<file path="src/shared/reset_seq_pkg.sv">
package reset_seq_pkg;

    // ****************************************************************
    // Clock and sequence timing
    // ****************************************************************
    localparam int CLK_PERIOD_PS = 5000;
    localparam int STAB_CYCLES = 4096;
    localparam int PIN_LOW_CYCLES = 32;
    localparam int HOLD_CYCLES = 32;
    localparam int CNT_W = 13;
    localparam logic [CNT_W-1:0] STAB_LAST = CNT_W'(STAB_CYCLES - 1);
    localparam logic [CNT_W-1:0] PIN_LOW_LAST = CNT_W'(PIN_LOW_CYCLES - 1);
    localparam logic [CNT_W-1:0] HOLD_LAST = CNT_W'(HOLD_CYCLES - 1);
    localparam logic [1:0] BUS_DIV_LAST = 2'h3;

    // ****************************************************************
    // Register map (byte offsets on the Avalon slave)
    // ****************************************************************
    localparam logic [3:0] CAUSE_OFS = 4'h0;
    localparam logic [3:0] WDOG_OFS = 4'h4;
    localparam logic [3:0] CTRL_OFS = 4'h8;
    localparam int CTRL_STOP_EN_BIT = 0;
    localparam logic CTRL_STOP_EN_RST = 1'b0;

    // ****************************************************************
    // Reset cause flag positions
    // ****************************************************************
    localparam int POR_BIT = 7;
    localparam int PIN_BIT = 6;
    localparam int WDOG_BIT = 5;
    localparam int BAD_OP_BIT = 4;
    localparam int BAD_FETCH_BIT = 3;
    localparam int MON_BIT = 2;
    localparam int LOW_SUP_BIT = 1;
    localparam logic [7:0] FLAGS_RST = 8'h80;

    // ****************************************************************
    // Reset vector
    // ****************************************************************
    localparam logic [15:0] RESET_VECTOR_ADDR = 16'hFFFE;

    // ****************************************************************
    // Carriers
    // ****************************************************************
    typedef struct packed {
        logic [3:0] address;
        logic read;
        logic write;
        logic [31:0] writedata;
        logic [3:0] byteenable;
    } av_req_s;

    typedef struct packed {
        logic [31:0] readdata;
        logic waitrequest;
    } av_rsp_s;

    typedef struct packed {
        logic watchdog_overflow;
        logic bad_opcode;
        logic stop_executed;
        logic fetch_unmapped;
        logic monitor_entry;
    } cpu_events_s;

    typedef struct packed {
        logic cpu_reset;
        logic clocks_gated;
        logic vector_load;
        logic [15:0] vector_addr;
        logic bus_clk_en;
        logic bus_div4_force;
        logic watchdog_clear;
    } seq_out_s;

    typedef enum logic [2:0] {
        ST_RUN,
        ST_SUPPLY,
        ST_STAB,
        ST_PIN_LOW,
        ST_HOLD,
        ST_EXT
    } seq_state_e;

endpackage

</file>
<file path="src/core/reset_source_sequencer.sv">
// Design decisions made here: register access over Avalon-MM and the register offsets.
`timescale 1ns/1ps
// Summary of operation
// - Any reset aborts CPU, loads vector FFFE/FFFF.
// - Reset forces bus clock to reference/4, except low supply on the last hold cycle.
// - Pin held low min time sets pin flag.
// - Internal reset: pin low 32, hold 32.
// - Power-on: gate 4096, pin +32, CPU +64.
// - Power-on sets POR flag, clears others.
// - Low supply holds pin, then power-on timing.
// - Watchdog overflow resets, sets watchdog flag.
// - Any watchdog-location write clears watchdog counter.
// - Bad opcode resets, sets bad opcode flag.
// - Stop with stop disabled counts as bad opcode.
// - Unmapped opcode fetch resets, sets address flag.
// - Unmapped data reads cause no reset.
// - Reading cause register clears flags, nothing else.
// - Flags from several resets accumulate until read.
// - Sample pin 32 cycles after release.
// - Monitor entry reset sets monitor flag.
module reset_source_sequencer
    import reset_seq_pkg::*;
#(
    parameter int MIN_RESET_LOW_NS = 100
)
(
    // Clock and power-on reset
    input wire logic sys_clk,
    input wire logic rst,
    // Avalon-MM register slave
    input wire reset_seq_pkg::av_req_s av_req,
    output reset_seq_pkg::av_rsp_s av_rsp,
    // CPU event strobes, same clock
    input wire reset_seq_pkg::cpu_events_s cpu_events,
    // Low supply detector, asynchronous level
    input wire logic supply_low,
    // Open-drain active-low reset pin
    input wire logic rst_n_pin_in,
    output logic rst_n_pin_out,
    output logic rst_n_pin_oe,
    // Sequencer outputs to CPU and clock tree
    output reset_seq_pkg::seq_out_s seq_out
);
    import reset_seq_pkg::*;

    // Minimum external low time rounded up, never below one cycle
    localparam int MIN_LOW_RAW = (MIN_RESET_LOW_NS * 1000 + CLK_PERIOD_PS - 1) / CLK_PERIOD_PS;
    localparam int MIN_LOW_CYC = (MIN_LOW_RAW < 1) ? 1 : MIN_LOW_RAW;
    localparam logic [CNT_W-1:0] MIN_LOW_LAST = CNT_W'(MIN_LOW_CYC - 1);

    // ****************************************************************
    // State
    // ****************************************************************
    typedef struct packed {
        seq_state_e st;
        logic [CNT_W-1:0] cnt;
        logic [7:0] flags;
        logic ext_hit;
        logic pin_drive;
        logic [2:0] pin_sync;
        logic pin_lvl;
        logic [2:0] sup_sync;
        logic sup_lvl;
        logic [1:0] div_cnt;
        logic stop_en;
        av_rsp_s rsp;
        seq_out_s out;
    } state_s;

    state_s q;
    state_s d;
    logic [7:0] sets;
    logic commit;
    logic commit_rd_cause;

    function automatic logic at_last(input logic [CNT_W-1:0] cnt, input logic [CNT_W-1:0] last);
        at_last = (cnt == last);
    endfunction

    function automatic logic internal_event(input cpu_events_s ev, input logic stop_en);
        internal_event = ev.watchdog_overflow | ev.bad_opcode | ev.fetch_unmapped
                       | ev.monitor_entry | (ev.stop_executed & ~stop_en);
    endfunction

    // ****************************************************************
    // Next-state logic
    // ****************************************************************
    always_comb
    begin
        d = q;
        sets = 8'h00;
        d.out.vector_load = 1'b0;
        d.out.watchdog_clear = 1'b0;

        // Three-stage pin and supply synchronisers; a level counts when the last two stages agree
        d.pin_sync = {q.pin_sync[1:0], rst_n_pin_in};
        if (q.pin_sync[1] == q.pin_sync[2])
        begin
            d.pin_lvl = q.pin_sync[2];
        end
        d.sup_sync = {q.sup_sync[1:0], supply_low};
        if (q.sup_sync[1] == q.sup_sync[2])
        begin
            d.sup_lvl = q.sup_sync[2];
        end

        // Bus clock enable; restarts at /4 phase while any reset runs
        d.div_cnt = q.div_cnt + 2'h1;
        d.out.bus_clk_en = (q.div_cnt == BUS_DIV_LAST);

        // Sequencer
        unique case (q.st)
            ST_RUN:
            begin
                if (internal_event(cpu_events, q.stop_en))
                begin
                    // Data reads of unmapped space are not an event at all
                    sets[WDOG_BIT] = cpu_events.watchdog_overflow;
                    sets[BAD_OP_BIT] = cpu_events.bad_opcode
                                     | (cpu_events.stop_executed & ~q.stop_en);
                    sets[BAD_FETCH_BIT] = cpu_events.fetch_unmapped;
                    sets[MON_BIT] = cpu_events.monitor_entry;
                    d.st = ST_PIN_LOW;
                    d.cnt = '0;
                    d.pin_drive = 1'b1;
                    d.out.cpu_reset = 1'b1;
                end
                else if (!q.pin_lvl)
                begin
                    d.st = ST_EXT;
                    d.cnt = '0;
                    d.ext_hit = 1'b0;
                end
            end
            ST_EXT:
            begin
                // Short glitches on the pin never reach the CPU
                if (!q.pin_lvl)
                begin
                    if (at_last(q.cnt, MIN_LOW_LAST) && !q.ext_hit)
                    begin
                        sets[PIN_BIT] = 1'b1;
                        d.ext_hit = 1'b1;
                        d.out.cpu_reset = 1'b1;
                    end
                    else if (!q.ext_hit)
                    begin
                        d.cnt = q.cnt + 1'b1;
                    end
                end
                else if (q.ext_hit)
                begin
                    d.st = ST_HOLD;
                    d.cnt = '0;
                end
                else
                begin
                    d.st = ST_RUN;
                end
            end
            ST_SUPPLY:
            begin
                if (!q.sup_lvl)
                begin
                    d.st = ST_STAB;
                    d.cnt = '0;
                end
            end
            ST_STAB:
            begin
                d.cnt = q.cnt + 1'b1;
                if (at_last(q.cnt, STAB_LAST))
                begin
                    d.st = ST_PIN_LOW;
                    d.cnt = '0;
                    d.out.clocks_gated = 1'b0;
                end
            end
            ST_PIN_LOW:
            begin
                d.cnt = q.cnt + 1'b1;
                if (at_last(q.cnt, PIN_LOW_LAST))
                begin
                    d.st = ST_HOLD;
                    d.cnt = '0;
                    d.pin_drive = 1'b0;
                end
            end
            ST_HOLD:
            begin
                d.cnt = q.cnt + 1'b1;
                if (at_last(q.cnt, HOLD_LAST))
                begin
                    // Pin still low 32 cycles after our release means someone else holds it
                    if (!q.pin_lvl && !q.ext_hit)
                    begin
                        sets[PIN_BIT] = 1'b1;
                    end
                    d.st = ST_RUN;
                    d.ext_hit = 1'b0;
                    d.out.cpu_reset = 1'b0;
                    d.out.bus_div4_force = 1'b0;
                    d.out.vector_load = 1'b1;
                end
            end
        endcase

        // Low supply overrides every other step and restarts the long delay
        if (q.sup_lvl && (q.st != ST_SUPPLY))
        begin
            sets[LOW_SUP_BIT] = 1'b1;
            d.st = ST_SUPPLY;
            d.cnt = '0;
            d.ext_hit = 1'b0;
            d.pin_drive = 1'b1;
            d.out.clocks_gated = 1'b1;
            d.out.cpu_reset = 1'b1;
            d.out.vector_load = 1'b0; // No vector fetch while the supply drags us back
        end

        // A rise of cpu_reset re-phases the divider and forces the slow bus clock
        if (d.out.cpu_reset && !q.out.cpu_reset)
        begin
            d.div_cnt = 2'h0;
            d.out.bus_clk_en = 1'b0;
            d.out.bus_div4_force = 1'b1;
        end

        // Avalon slave: first cycle prepares data, second cycle commits
        commit = (av_req.read | av_req.write) & ~q.rsp.waitrequest;
        commit_rd_cause = commit & av_req.read & (av_req.address == CAUSE_OFS);
        d.rsp.waitrequest = 1'b1;
        if ((av_req.read | av_req.write) && q.rsp.waitrequest)
        begin
            d.rsp.waitrequest = 1'b0;
            d.rsp.readdata = 32'h0000_0000;
            if (av_req.read && av_req.address == CAUSE_OFS)
            begin
                d.rsp.readdata = {24'h00_0000, q.flags};
            end
            else if (av_req.read && av_req.address == CTRL_OFS)
            begin
                d.rsp.readdata = {31'h0000_0000, q.stop_en};
            end
        end
        if (commit && av_req.write && av_req.address == WDOG_OFS)
        begin
            d.out.watchdog_clear = 1'b1;
        end
        if (commit && av_req.write && av_req.address == CTRL_OFS && av_req.byteenable[0])
        begin
            d.stop_en = av_req.writedata[CTRL_STOP_EN_BIT];
        end

        // Only bits that were actually returned are cleared; a new set wins
        if (commit_rd_cause)
        begin
            d.flags = q.flags & ~q.rsp.readdata[7:0];
        end
        d.flags = d.flags | sets;
    end

    // ****************************************************************
    // State register; power-on starts the stabilisation delay
    // ****************************************************************
    always_ff @(posedge sys_clk or posedge rst)
    begin
        if (rst)
        begin
            q.st <= ST_STAB;
            q.cnt <= '0;
            q.flags <= FLAGS_RST;
            q.ext_hit <= 1'b0;
            q.pin_drive <= 1'b1;
            q.pin_sync <= 3'h7;
            q.pin_lvl <= 1'b1;
            q.sup_sync <= 3'h0;
            q.sup_lvl <= 1'b0;
            q.div_cnt <= 2'h0;
            q.stop_en <= CTRL_STOP_EN_RST;
            q.rsp <= '{readdata: 32'h0000_0000, waitrequest: 1'b1};
            q.out <= '{cpu_reset: 1'b1, clocks_gated: 1'b1, vector_load: 1'b0,
                       vector_addr: RESET_VECTOR_ADDR, bus_clk_en: 1'b0,
                       bus_div4_force: 1'b1, watchdog_clear: 1'b0};
        end
        else
        begin
            q <= d;
        end
    end

    // Open-drain pin: only ever pulled low
    assign rst_n_pin_out = 1'b0;
    assign rst_n_pin_oe = q.pin_drive;
    assign av_rsp = q.rsp;
    assign seq_out = q.out;

    logic [CNT_W:0] stab_h;
    always_ff @(posedge sys_clk or posedge rst)
    begin
        if (rst)
        begin
            stab_h <= '0;
        end
        else
        begin
            stab_h <= (q.st == ST_STAB) ? stab_h + 1'b1 : '0;
        end
    end
endmodule

</file>
<file path="config.mk">
export PLATFORM = sky130hd
export DESIGN_NAME = reset_source_sequencer
export DESIGN_NICKNAME = d
export VERILOG_FILES = /design/src/shared/reset_seq_pkg.sv /design/src/core/reset_source_sequencer.sv
export SDC_FILE = /design/constraint.sdc
export NUM_CORES = 1
export LEC_CHECK = 0
export ABC_AREA = 0
export BUFFER_PORTS_ARGS = -buffer_cell sky130_fd_sc_hd__buf_4
export CAP_MARGIN = 10
export CORE_ASPECT_RATIO = 0.7
export CORE_UTILIZATION = 52
export CTS_BUF_LIST = sky130_fd_sc_hd__clkbuf_4
export DETAILED_ROUTE_END_ITERATION = 10
export HOLD_SLACK_MARGIN = 0.06
export PLACE_DENSITY = 0.84
export SETUP_SLACK_MARGIN = 0.1
export SLEW_MARGIN = 40
export SYNTH_ARGS = -nofsm -noshare
export SYNTH_HDL_FRONTEND = slang
export SYNTH_SLANG_ARGS = --single-unit
</file>
<file path="constraint.sdc">
create_clock -name sys_clk -period 2.2 [get_ports sys_clk]
set_input_delay 0.33 -clock sys_clk [delete_from_list [all_inputs] [get_ports sys_clk]]
set_output_delay 0.33 -clock sys_clk [all_outputs]
set_load 0.03 [all_outputs]
</file>
Word level (Yosys, flattened, before mapping)
Index checks and enable logic that the tools add are counted.
Cells by class
  bitwise logic cells: 15
  equality and inequality tests: 28
  add/subtract/negate cells: 2
  reduce and logical (&&, ||, !) cells: 28
  muxes and demuxes: 49
Operator list (count)
  two-way mux 16 bit: 6
  case mux 16 bit (6 select lines): 1
  two-way mux 13 bit: 4
  != test 3 bit, second input constant: 10
  == test 13 x 5 -> 1 bit, second input constant: 2
  two-way mux 1 bit: 23
  two-way mux 8 bit: 2
  != test 4 bit, second input constant: 4
  adder 13 x 1 -> 13 bit, second input constant: 1
  == test 13 x 12 -> 1 bit, second input constant: 1
  two-way mux 3 bit: 4
  AND reduction 6 bit: 2
  logical AND 1 bit: 11
  bitwise AND 8 bit: 1
  two-way mux 4 bit: 2
  inverter 8 bit: 1
  bitwise OR 8 x 7 -> 8 bit: 1
  nonzero test 2 bit: 4
  == test 3 x 2 -> 1 bit, second input constant: 2
  == test 3 bit, second input constant: 2
  two-way mux 2 bit: 3
  bitwise OR 1 bit: 6
  case mux 1 bit (3 select lines): 2
  AND reduction 5 bit: 1
  other kinds (17): 26
Storage, ports and cells
  register bits: 52
  word-level logic and storage cells: 141
  input bits: 51
  output and inout bits: 57

Logic depth before layout (Yosys ltp)
Gate-level depths: netlist (run 1).
  depth after elaboration: 10
  mapped depth: 8
  mapped depth without buffers: 6

Worst setup path after synthesis (run 1)
No wires, ideal clock.
  path type: register to register
  start point: register q[76] in the netlist's numbering
  end point: register q[84] in the netlist's numbering
  stages on the path, launching flop included: 9
  slack: 0.269 ns
  data required time: 2.113 ns
  arrival: 1.845 ns
  path buffers: 2
  library setup time: 0.087 ns
  clock period less this slack: 1.931 ns
  cells stage by stage: dfrtp_1 ha_1 and3_1 and4_1 buf_2 o22ai_2 clkbuf_1 o221ai_1 o211ai_1
On the way
  longest elaborated chain between the ends: 6
  elaborated cells between the ends (all ways): 14
  those cells by class: add/sub: 1; eq/ne: 4; mux: 7; reduce/logical: 2
RTL lines
  start: declaration: line reset_source_sequencer.sv:70  | state_s q;
  adder 13 x 1 -> 13 bit
  two-way mux 13 bit: line reset_source_sequencer.sv:146  | else if (!q.ext_hit)
  two-way mux 13 bit: line reset_source_sequencer.sv:140  | if (at_last(q.cnt, MIN_LOW_LAST) && !q.ext_hit)
  two-way mux 13 bit: line reset_source_sequencer.sv:138  | if (!q.pin_lvl)
  case mux 16 bit (6 select lines): line reset_source_sequencer.sv:112  | unique case (q.st)
  two-way mux 16 bit: line reset_source_sequencer.sv:209  | if (q.sup_lvl && (q.st != ST_SUPPLY))
Several ways; a longest one is shown, not always the timed one. The select of a mux whose other input is x is not followed.
A chain may end at the register's enable or synchronous reset.

Final worst setup path (run 1)
  start point: register q[62] in the netlist's numbering
  end point: register q[78] in the netlist's numbering
On the way
  longest elaborated chain between the ends: 3
  elaborated cells between the ends (all ways): 8
  those cells by class: eq/ne: 4; mux: 3; reduce/logical: 1
RTL lines (line)
  two-way mux 13 bit: reset_source_sequencer.sv:138
  case mux 16 bit (6 select lines): reset_source_sequencer.sv:112
  two-way mux 16 bit: reset_source_sequencer.sv:209
Several ways; a longest one is shown, not always the timed one.

==> impl_metrics.toml, run 1 <==
[die]
die_area_sq_um = 6290
fp.dieW_microns = 94.3
io-pin-count = 108
dieHeight_microns = 66.6
rows = 23
core-area_sq_um = 5730
initial_core_util = 0.542

[power_and_ir_drop]
peakVddDrop_uv = 403
powerDensity_nw_per_um2 = 712
p_leak_uw = 0.00152

[placed_design]
dp_slack_ps = 4.51
port_buffers = 32
hpwl_mm = 5.13
gp_congestion = 0.892

[grt]
grt_max_degree = 22
grtUsageTotal = 0.233
grt_pass1_wl_mm = 11.0
grt-ovfl-total = 0
grt_pass1_vias = 2196
antenna_found_initial = 0

[synth]
synthXorXnorAreaFrac = 0
synth_adder_area_share = 0.0145
synth_common_cells = "buf_4 (56), dfrtp_1 (41), nand2_1 (28)"
synth_top_area_frac = 0.331
synth_edf_count = 0
synth_top_family_by_area = "compound AO/OA/AOI/OAI gates"
ys_types = 65
synth_cells = 318
yosys.area_share.simple = 0.181
yosys-top-cells-area = "dfrtp_1 (33%), buf_4 (14%), dfstp_2 (9.3%)"
synth_ff_type = "dfrtp_1"
synthMuxAreaShare = 0.0137
async_reset_ff_frac = 1.00
synth_area_per_cell_sq_um = 9.76
ys_ff_latch = 52
ys.warnings.count = 0
yosysMostFrequentCell = "buf_4"
synth-compound-area-share = 0.200
synth_top_cell_by_area = "dfrtp_1"
synthesis.area_sq_um = 3100
yosysSeqAreaShare = 0.424

[timing]
worst_slew_pin_slew_ps = 500
slew_viol_final = 0
fin_crit_sh = 0.907
rsz0062_at_grt = "false"
max_freq_mhz = 501
finalCriticalPeriod_ps = 2000
whs_ps = 162
setup-violations-final = 0
slew_headroom = 0.666
skew_ps = 12.0
setup_tns_ps = 0
fin_ws_ps = 205
finalHoldViolCount = 0

[setup_path]
r2r.worst_path.cells = 6
cp_max_fo = 13
crit_arrival_ps = 2310
start_kind = "flop"
end_kind = "flop"
crit_type = "reg2reg"
required_ps = 2510

[routing]
wl_per_cell_microns = 16.5
avgViaCountPerCell = 5.89
wl_mm = 7.03
vias = 2517
drc = 0
ant_nets = 0
first_pass_iters = 6
drtIter0Drc = 261

[clock_network]
clock-root-buffer = "clkbuf_4"
clock_sinks = 52
cts_made_buffers = 5
clk_latency_ps = 390
cts.clk_slew.worst_paths_ps = 150
cts_tree = "built"
clock_path_buffers = 2
cts.htree.levels = 2

[run]
max_cap_viol_count = 0

[cells_and_area]
num_antenna_cells = 0
syn_to_final_growth_pct = 11.0
drive_gt1_frac = 0.298
nets = 404

[worst_hold_path]
holdCritPathClass = "in2reg"
holdPathStages = 2

[status]
outcome = "completed"
==> per-layer routing <==
metal,vias to the layer above,share of wire,global-route usage
met3,16,0.060,0.0422
met1,1250,0.46,0.344
met5,-,0,0
met2,130,0.46,0.335
li1,1121,-,-
met4,0,0.015,0.0885
==> worst paths after layout <==
check | start | end | slack [ps]
worst max-delay path | q[62] | q[78] | 200
worst min register to register | d[64] | d[65] | 370
worst min-delay path | av_req[41] | seq_out[0] | 160
max in group asynchronous | rst | q[90] | 1020
min in group asynchronous | rst | av_rsp[8] | 500
worst max register to register | q[62] | q[78] | 200
==> where the power goes <==
part           internal, uW  total (uW)  switching, uW
registers              1030        1100           77.7
clock network           140         450            311
logic                   355         897            542
==> through the flow <==
step / total power [uW] / instance area [sq um] / cells / util
floorplan: 1710 / 3250 / 357 / -
global placement: 1930 / 3280 / 415 / 0.574
detailed placement: 1960 / 3280 / 415 / 0.574
CTS: 2410 / 3390 / 426 / 0.592
global route: 2580 / 3440 / 427 / 0.601
finish: 2450 / 3440 / 427 / 0.601
==> critical path, cell delays in order (launching register included) <==
cell	delay, ps
dfstp_2	590
or3b_1	340
o41ai_1	360
and2_1	240
buf_12	140
o21ai_0	100
o211ai_1	140
==> placed cells by master, fill, tap and decap left out, types with 3 or more instances in the layout <==
cell type and n:
a211oi_1 4, a21boi_0 4, a21oi_1 6, a22o_1 9, buf_4 53, clkbuf_4 6, conb_1 41, dfrtp_1 37
dfrtp_2 4, dfstp_2 11, dlygate4sd3_1 3, inv_1 5, nand2_1 28, nand2b_1 3, nand3_1 7, nand4_1 4
nor2_1 7, nor2b_1 7, nor3_1 7, o211ai_1 14, o21ai_0 20, o221ai_1 3, or2_2 4, or3_1 5
==> cell families (layout without fill, tap and decap cells) <==
kind of cell	Yosys count	in the layout
simple gates	95	95
compound gates	84	84
buf+inv	77	72
flops	52	52
fa+ha+maj	4	4
mux	4	4
other cells	2	41
==> repair_timing <==
| action | in CTS | in global routing |
|---|---|---|
| pin swaps | 2 | 1 |
| gates resized for setup | 3 | 11 |
| setup buffers | 0 | 1 |
| endpoints found under the hold margin | 18 | 0 |
| hold buffers | 3 | 0 |
| endpoints found under the setup margin | 16 | 20 |
==> cell type report <==
| type | count | area (sq um) |
|---|---|---|
| fill | 473 | 2280 |
| multi-input combinational | 228 | 1480 |
| sequential | 52 | 1320 |
| timing repair buffer | 58 | 468 |
| tap | 75 | 93.8 |
| clock buffer | 6 | 45.0 |
| inverter | 6 | 22.5 |
| clock inverter | 2 | 16.3 |
==> state kept, by name (all words and copies together) (netlist names) <==
| signal | flops |
|---|---|
| av_rsp | 9 |
| q | 32 |
| seq_out | 6 |
| rst_n_pin_oe | 1 |
| d | 4 |
Power figures use the tool's default switching activity.
==> inputs of run 2 (changes only) <==
Settings changed: BUFFER_PORTS_ARGS -buffer_cell sky130_fd_sc_hd__buf_4 to -buffer_cell sky130_fd_sc_hd__buf_2, CELL_PAD_IN_SITES_DETAIL_PLACEMENT set to 2, CELL_PAD_IN_SITES_GLOBAL_PLACEMENT set to 2, CORE_UTILIZATION 52 to 31.
==> impl_metrics.toml, run 2 (same netlist as run 1, synthesis figures left out) <==
[grt]
met3_usage = 0.0332
grtUsageTotal = 0.179
grtUsageMet1 = 0.241
grt_util_met2 = 0.287
grt-ovfl-total = 0
antenna_found_initial = 0
grt_max_degree = 30
grt_pass1_vias = 2706
grt_busiest_layer = "met2"
grt_pass1_wl_mm = 14.2

[routing]
wl_per_cell_microns = 18.7
avgViaCountPerCell = 5.15
vias = 2546
drc = 0
first_pass_iters = 4
ant_nets = 0
wl_mm = 9.25
drtIter0Drc = 95

[clock_network]
cts.htree.levels = 2
cts.clk_slew.worst_paths_ps = 150
clock_path_buffers = 2
cts_tree = "built"
clk_latency_ps = 400
cts_made_buffers = 5
clock_sinks = 52
clock-root-buffer = "clkbuf_4"

[setup_path]
cp_max_fo = 6
crit_arrival_ps = 2450
cp-endpoint = "q[91]"
crit_type = "reg2reg"
r2r-start = "q[87]"
reg2reg_slack_ps = 60
startpoint = "q[87]"
r2r.worst_path.cells = 6
required_ps = 2500
end_kind = "flop"
r2r-end = "q[91]"
start_kind = "flop"

[timing]
finalHoldViolCount = 0
setup_tns_ps = 0
slew_viol_final = 0
whs_ps = 157
finalCriticalPeriod_ps = 2140
skew_ps = 19.2
setup-violations-final = 0
fin_crit_sh = 0.973
max_freq_mhz = 467
slew_headroom = 0.569
worst_slew_pin_slew_ps = 645
rsz0062_at_grt = "true"

[placed_design]
place_inst = 477
gp_congestion = 0.851
port_buffers = 32
hpwl_mm = 6.54

[power_and_ir_drop]
peakVddDrop_uv = 302
p_leak_uw = 0.00161
powerDensity_nw_per_um2 = 732

[cells_and_area]
drive_gt1_frac = 0.336
nets = 418
syn_to_final_growth_pct = 16.5
largest_register = "q"
final_cell_mix = "conb_1 (41), dfrtp_1 (41), buf_2 (32), buf_4 (32), nand2_1 (27)"
stdcell_count = 494
fillers = 1072
largest_reg_flops = 32
num_antenna_cells = 0

[die]
rows = 30
io-pin-count = 108
initial_core_util = 0.319
fp.dieW_microns = 122
dieHeight_microns = 85.7
core-area_sq_um = 9720
die_area_sq_um = 10400

[run]
max_cap_viol_count = 0

[worst_hold_path]
holdCritPathClass = "in2reg"

[status]
outcome = "completed"
run 2: per-layer routing:
layer,share of wire,wire [microns],up-vias
met5,0,0,-
met1,0.46,4280,1316
met3,0.034,315,16
li1,-,-,1152
met2,0.48,4470,62
met4,0.020,189,0
run 2: worst min path at each step:
| stage | start | to | slack [ps] | cells after the start |
|---|---|---|---|---|
| 2_1_floorplan | d[60] | d[61] | 330 | 0 |
| 5_1_grt | av_req[4] | q[55] | 130 | 2 |
| 6_report | av_req[4] | q[55] | 160 | 2 |
| 3_5_place_dp | d[60] | d[61] | 340 | 0 |
| 4_1_cts | av_req[4] | q[55] | 150 | 2 |
| 3_3_place_gp | d[60] | d[61] | 340 | 0 |
run 2: area by class of cell:
cell class | instances | area [sq um] | area share
Timing Repair Buffer | 72 | 513 | 0.142
Sequential cell | 52 | 1320 | 0.364
Multi-Input combinational cell | 228 | 1550 | 0.428
Clock buffer | 7 | 52.6 | 0.0145
Inverter | 6 | 22.5 | 0.00623
Clock inverter | 1 | 5.00 | 0.00139
Tap cell | 128 | 160 | 0.0443
run 2: stage by stage:
stage          utilization  cell area (sq um)  setup WS, ps  total power (uW)
6_report             0.372               3610          58.3              2640
5_1_grt              0.372               3610         -22.7              2800
4_1_cts              0.359               3490           113              2540
3_5_place_dp         0.345               3350         -39.1              2020
3_3_place_gp         0.345               3350          79.0              1970
2_1_floorplan            -               3250           269              1710
run 2: power breakdown:
part	switching, uW	total [uW]	internal [uW]
registers	78.7	1100	1030
clock network	321	471	150
logic	644	1070	424
total	1040	2640	1600
run 2: worst max-delay path: stages, from the launching register on:
cell	delay, ps
dfrtp_1	480
nor3_1	370
and4_1	360
buf_4	170
nor3_2	50
nor3_2	230
mux2_2	380
run 2: timing repair:
item / in CTS / in global routing
hold endpoints to repair: 24 / 0
hold buffers: 3 / 0
setup endpoints to repair: 18 / 20
resized for setup: 7 / 18
pin swaps: 2 / 8
buffers inserted: 1 / 5
==> inputs of run 3 (changes only) <==
==> constraint.sdc (replaced) <==
create_clock -name sys_clk -period 2.2 [get_ports sys_clk]
set_input_delay 0.11 -clock sys_clk [delete_from_list [all_inputs] [get_ports sys_clk]]
set_output_delay 0.11 -clock sys_clk [all_outputs]
set_load 0.03 [all_outputs]
==> impl_metrics.toml, run 3 (same netlist as run 1, synthesis figures left out) <==
[die]
core-area_sq_um = 9720
fp.dieW_microns = 122
die_area_sq_um = 10400
io-pin-count = 108
dieHeight_microns = 85.7
rows = 30
initial_core_util = 0.319

[setup_path]
start_kind = "flop"
cp_max_fo = 9
crit_slowest_cell = "dfstp_2"
required_ps = 2480
critical_path.top_delay_family = "simple AND/OR/NAND/NOR gates"
critPathBufInv = 1
crit_path_cell_trace = "buf_6 > or4b_4 > nor4_4 > o21ba_4 > nor3_2 > mux2_2"
end_kind = "flop"
cpPeakStageDelay_ps = 610
crit_arrival_ps = 2400
crit_type = "reg2reg"

[cells_and_area]
largest_reg_flops = 32
nets = 425
drive_gt1_frac = 0.319
fillers = 1059
final_cell_mix = "conb_1 (41), dfrtp_1 (41), buf_2 (32), buf_4 (30), nand2_1 (27)"
regArea_sq_um = 1320
syn_to_final_growth_pct = 19.2
largest_register = "q"
num_antenna_cells = 0
multi_input_area_sq_um = 1540

[grt]
antenna_found_initial = 0
grt_pass1_vias = 2661
grt_pass1_wl_mm = 14.9
grtUsageTotal = 0.186
grt-ovfl-total = 0
grtUsageMet1 = 0.252
met3_usage = 0.0306
grt_util_met2 = 0.314
grt_max_degree = 26
grt_busiest_layer = "met2"

[routing]
avgViaCountPerCell = 5.15
wl_mm = 9.48
wl_per_cell_microns = 18.9
vias = 2578
drc = 0
first_pass_iters = 4
drtIter0Drc = 169
ant_nets = 0

[timing]
finalHoldViolCount = 0
slew_viol_final = 0
slew_headroom = 0.638
setup-violations-final = 0
skew_ps = 21.5
fin_ws_ps = 79.3
finalCriticalPeriod_ps = 2120
rsz0062_at_grt = "true"
fin_crit_sh = 0.964
worst_slew_pin_slew_ps = 541
max_freq_mhz = 472

[placed_design]
port_buffers = 32
hpwl_mm = 6.58
gp_congestion = 0.857
dp_slack_ps = -18.8

[clock_network]
clock_path_buffers = 2
clock-root-buffer = "clkbuf_4"
cts.clk_slew.worst_paths_ps = 170
clk_latency_ps = 400
cts_tree = "built"
clock_sinks = 52
cts.htree.levels = 2
cts_made_buffers = 5

[run]
max_cap_viol_count = 0

[power_and_ir_drop]
sw_frac_of_total = 0.386
p_sw_uw = 1070
p_int_uw = 1700
powerDensity_nw_per_um2 = 749
p_leak_uw = 0.00164
p_clk_frac = 0.205
seqPwrFrac = 0.393
total_power_uw = 2770
p_comb_frac = 0.402
peakVddDrop_uv = 430

[status]
outcome = "completed"

[worst_hold_path]
holdCritPathClass = "in2reg"
run 3: area by class of cell:
type	instances	area share
inverter	6	0.00609
clock buffer	5	0.0101
sequential	52	0.356
multi-input combinational	228	0.417
timing repair buffer	79	0.156
clock inverter	3	0.0115
tap	128	0.0433
run 3: metrics by stage:
step | utilization | instance area (sq um) | setup TNS (ps) | instances | hold WS (ps)
4_1_cts | 0.369 | 3580 | 0 | 499 | 75.4
6_report | 0.380 | 3700 | 0 | 501 | 58.6
5_1_grt | 0.380 | 3700 | 0 | 501 | 112
2_1_floorplan | - | 3250 | 0 | 357 | 114
3_3_place_gp | 0.343 | 3330 | 0 | 476 | 178
3_5_place_dp | 0.343 | 3330 | -18.8 | 476 | 179
run 3: per-layer routing:
metal  up-vias  part of all wire
met5         -                 0
met4         0             0.012
met3         9             0.037
met2        69              0.49
met1      1341              0.46
li1       1159                 -
run 3: worst register-to-register path, cell delays in order, from the launching register on:
cell     delay, ps
dfstp_2        610
buf_6          150
or4b_4         490
nor4_4         220
o21ba_4        210
nor3_2          60
mux2_2         280
run 3: timing repair:
item,4_1_cts,5_1_grt
hold endpoints to repair,28,0
hold buffers,14,0
pin swaps,2,3
setup endpoints to repair,15,27
gates cloned,0,0
resized for setup,4,22
buffers inserted,1,3
run 3: path summary, 6_finish.rpt:
| check | start | slack (ps) | cells past startpoint | endpoint |
|---|---|---|---|---|
| max | q[62] | 80 | 6 | q[91] |
| min | av_req[37] | 60 | 3 | av_rsp[0] |
| max reg2reg | q[62] | 80 | 6 | q[91] |
| min reg2reg | d[64] | 370 | 0 | d[65] |
| max in group asynchronous | rst | 1230 | 4 | seq_out[1] |
| min in group asynchronous | rst | 270 | 3 | q[72] |
run 3: power by group through the flow:
stage,Sequential (uW),Combinational (uW),Clock [uW]
finish,1090,1110,568
global route,1100,1180,629
CTS,1090,979,590
detailed placement,1110,918,0
global placement,1100,867,0
floorplan,1070,637,0
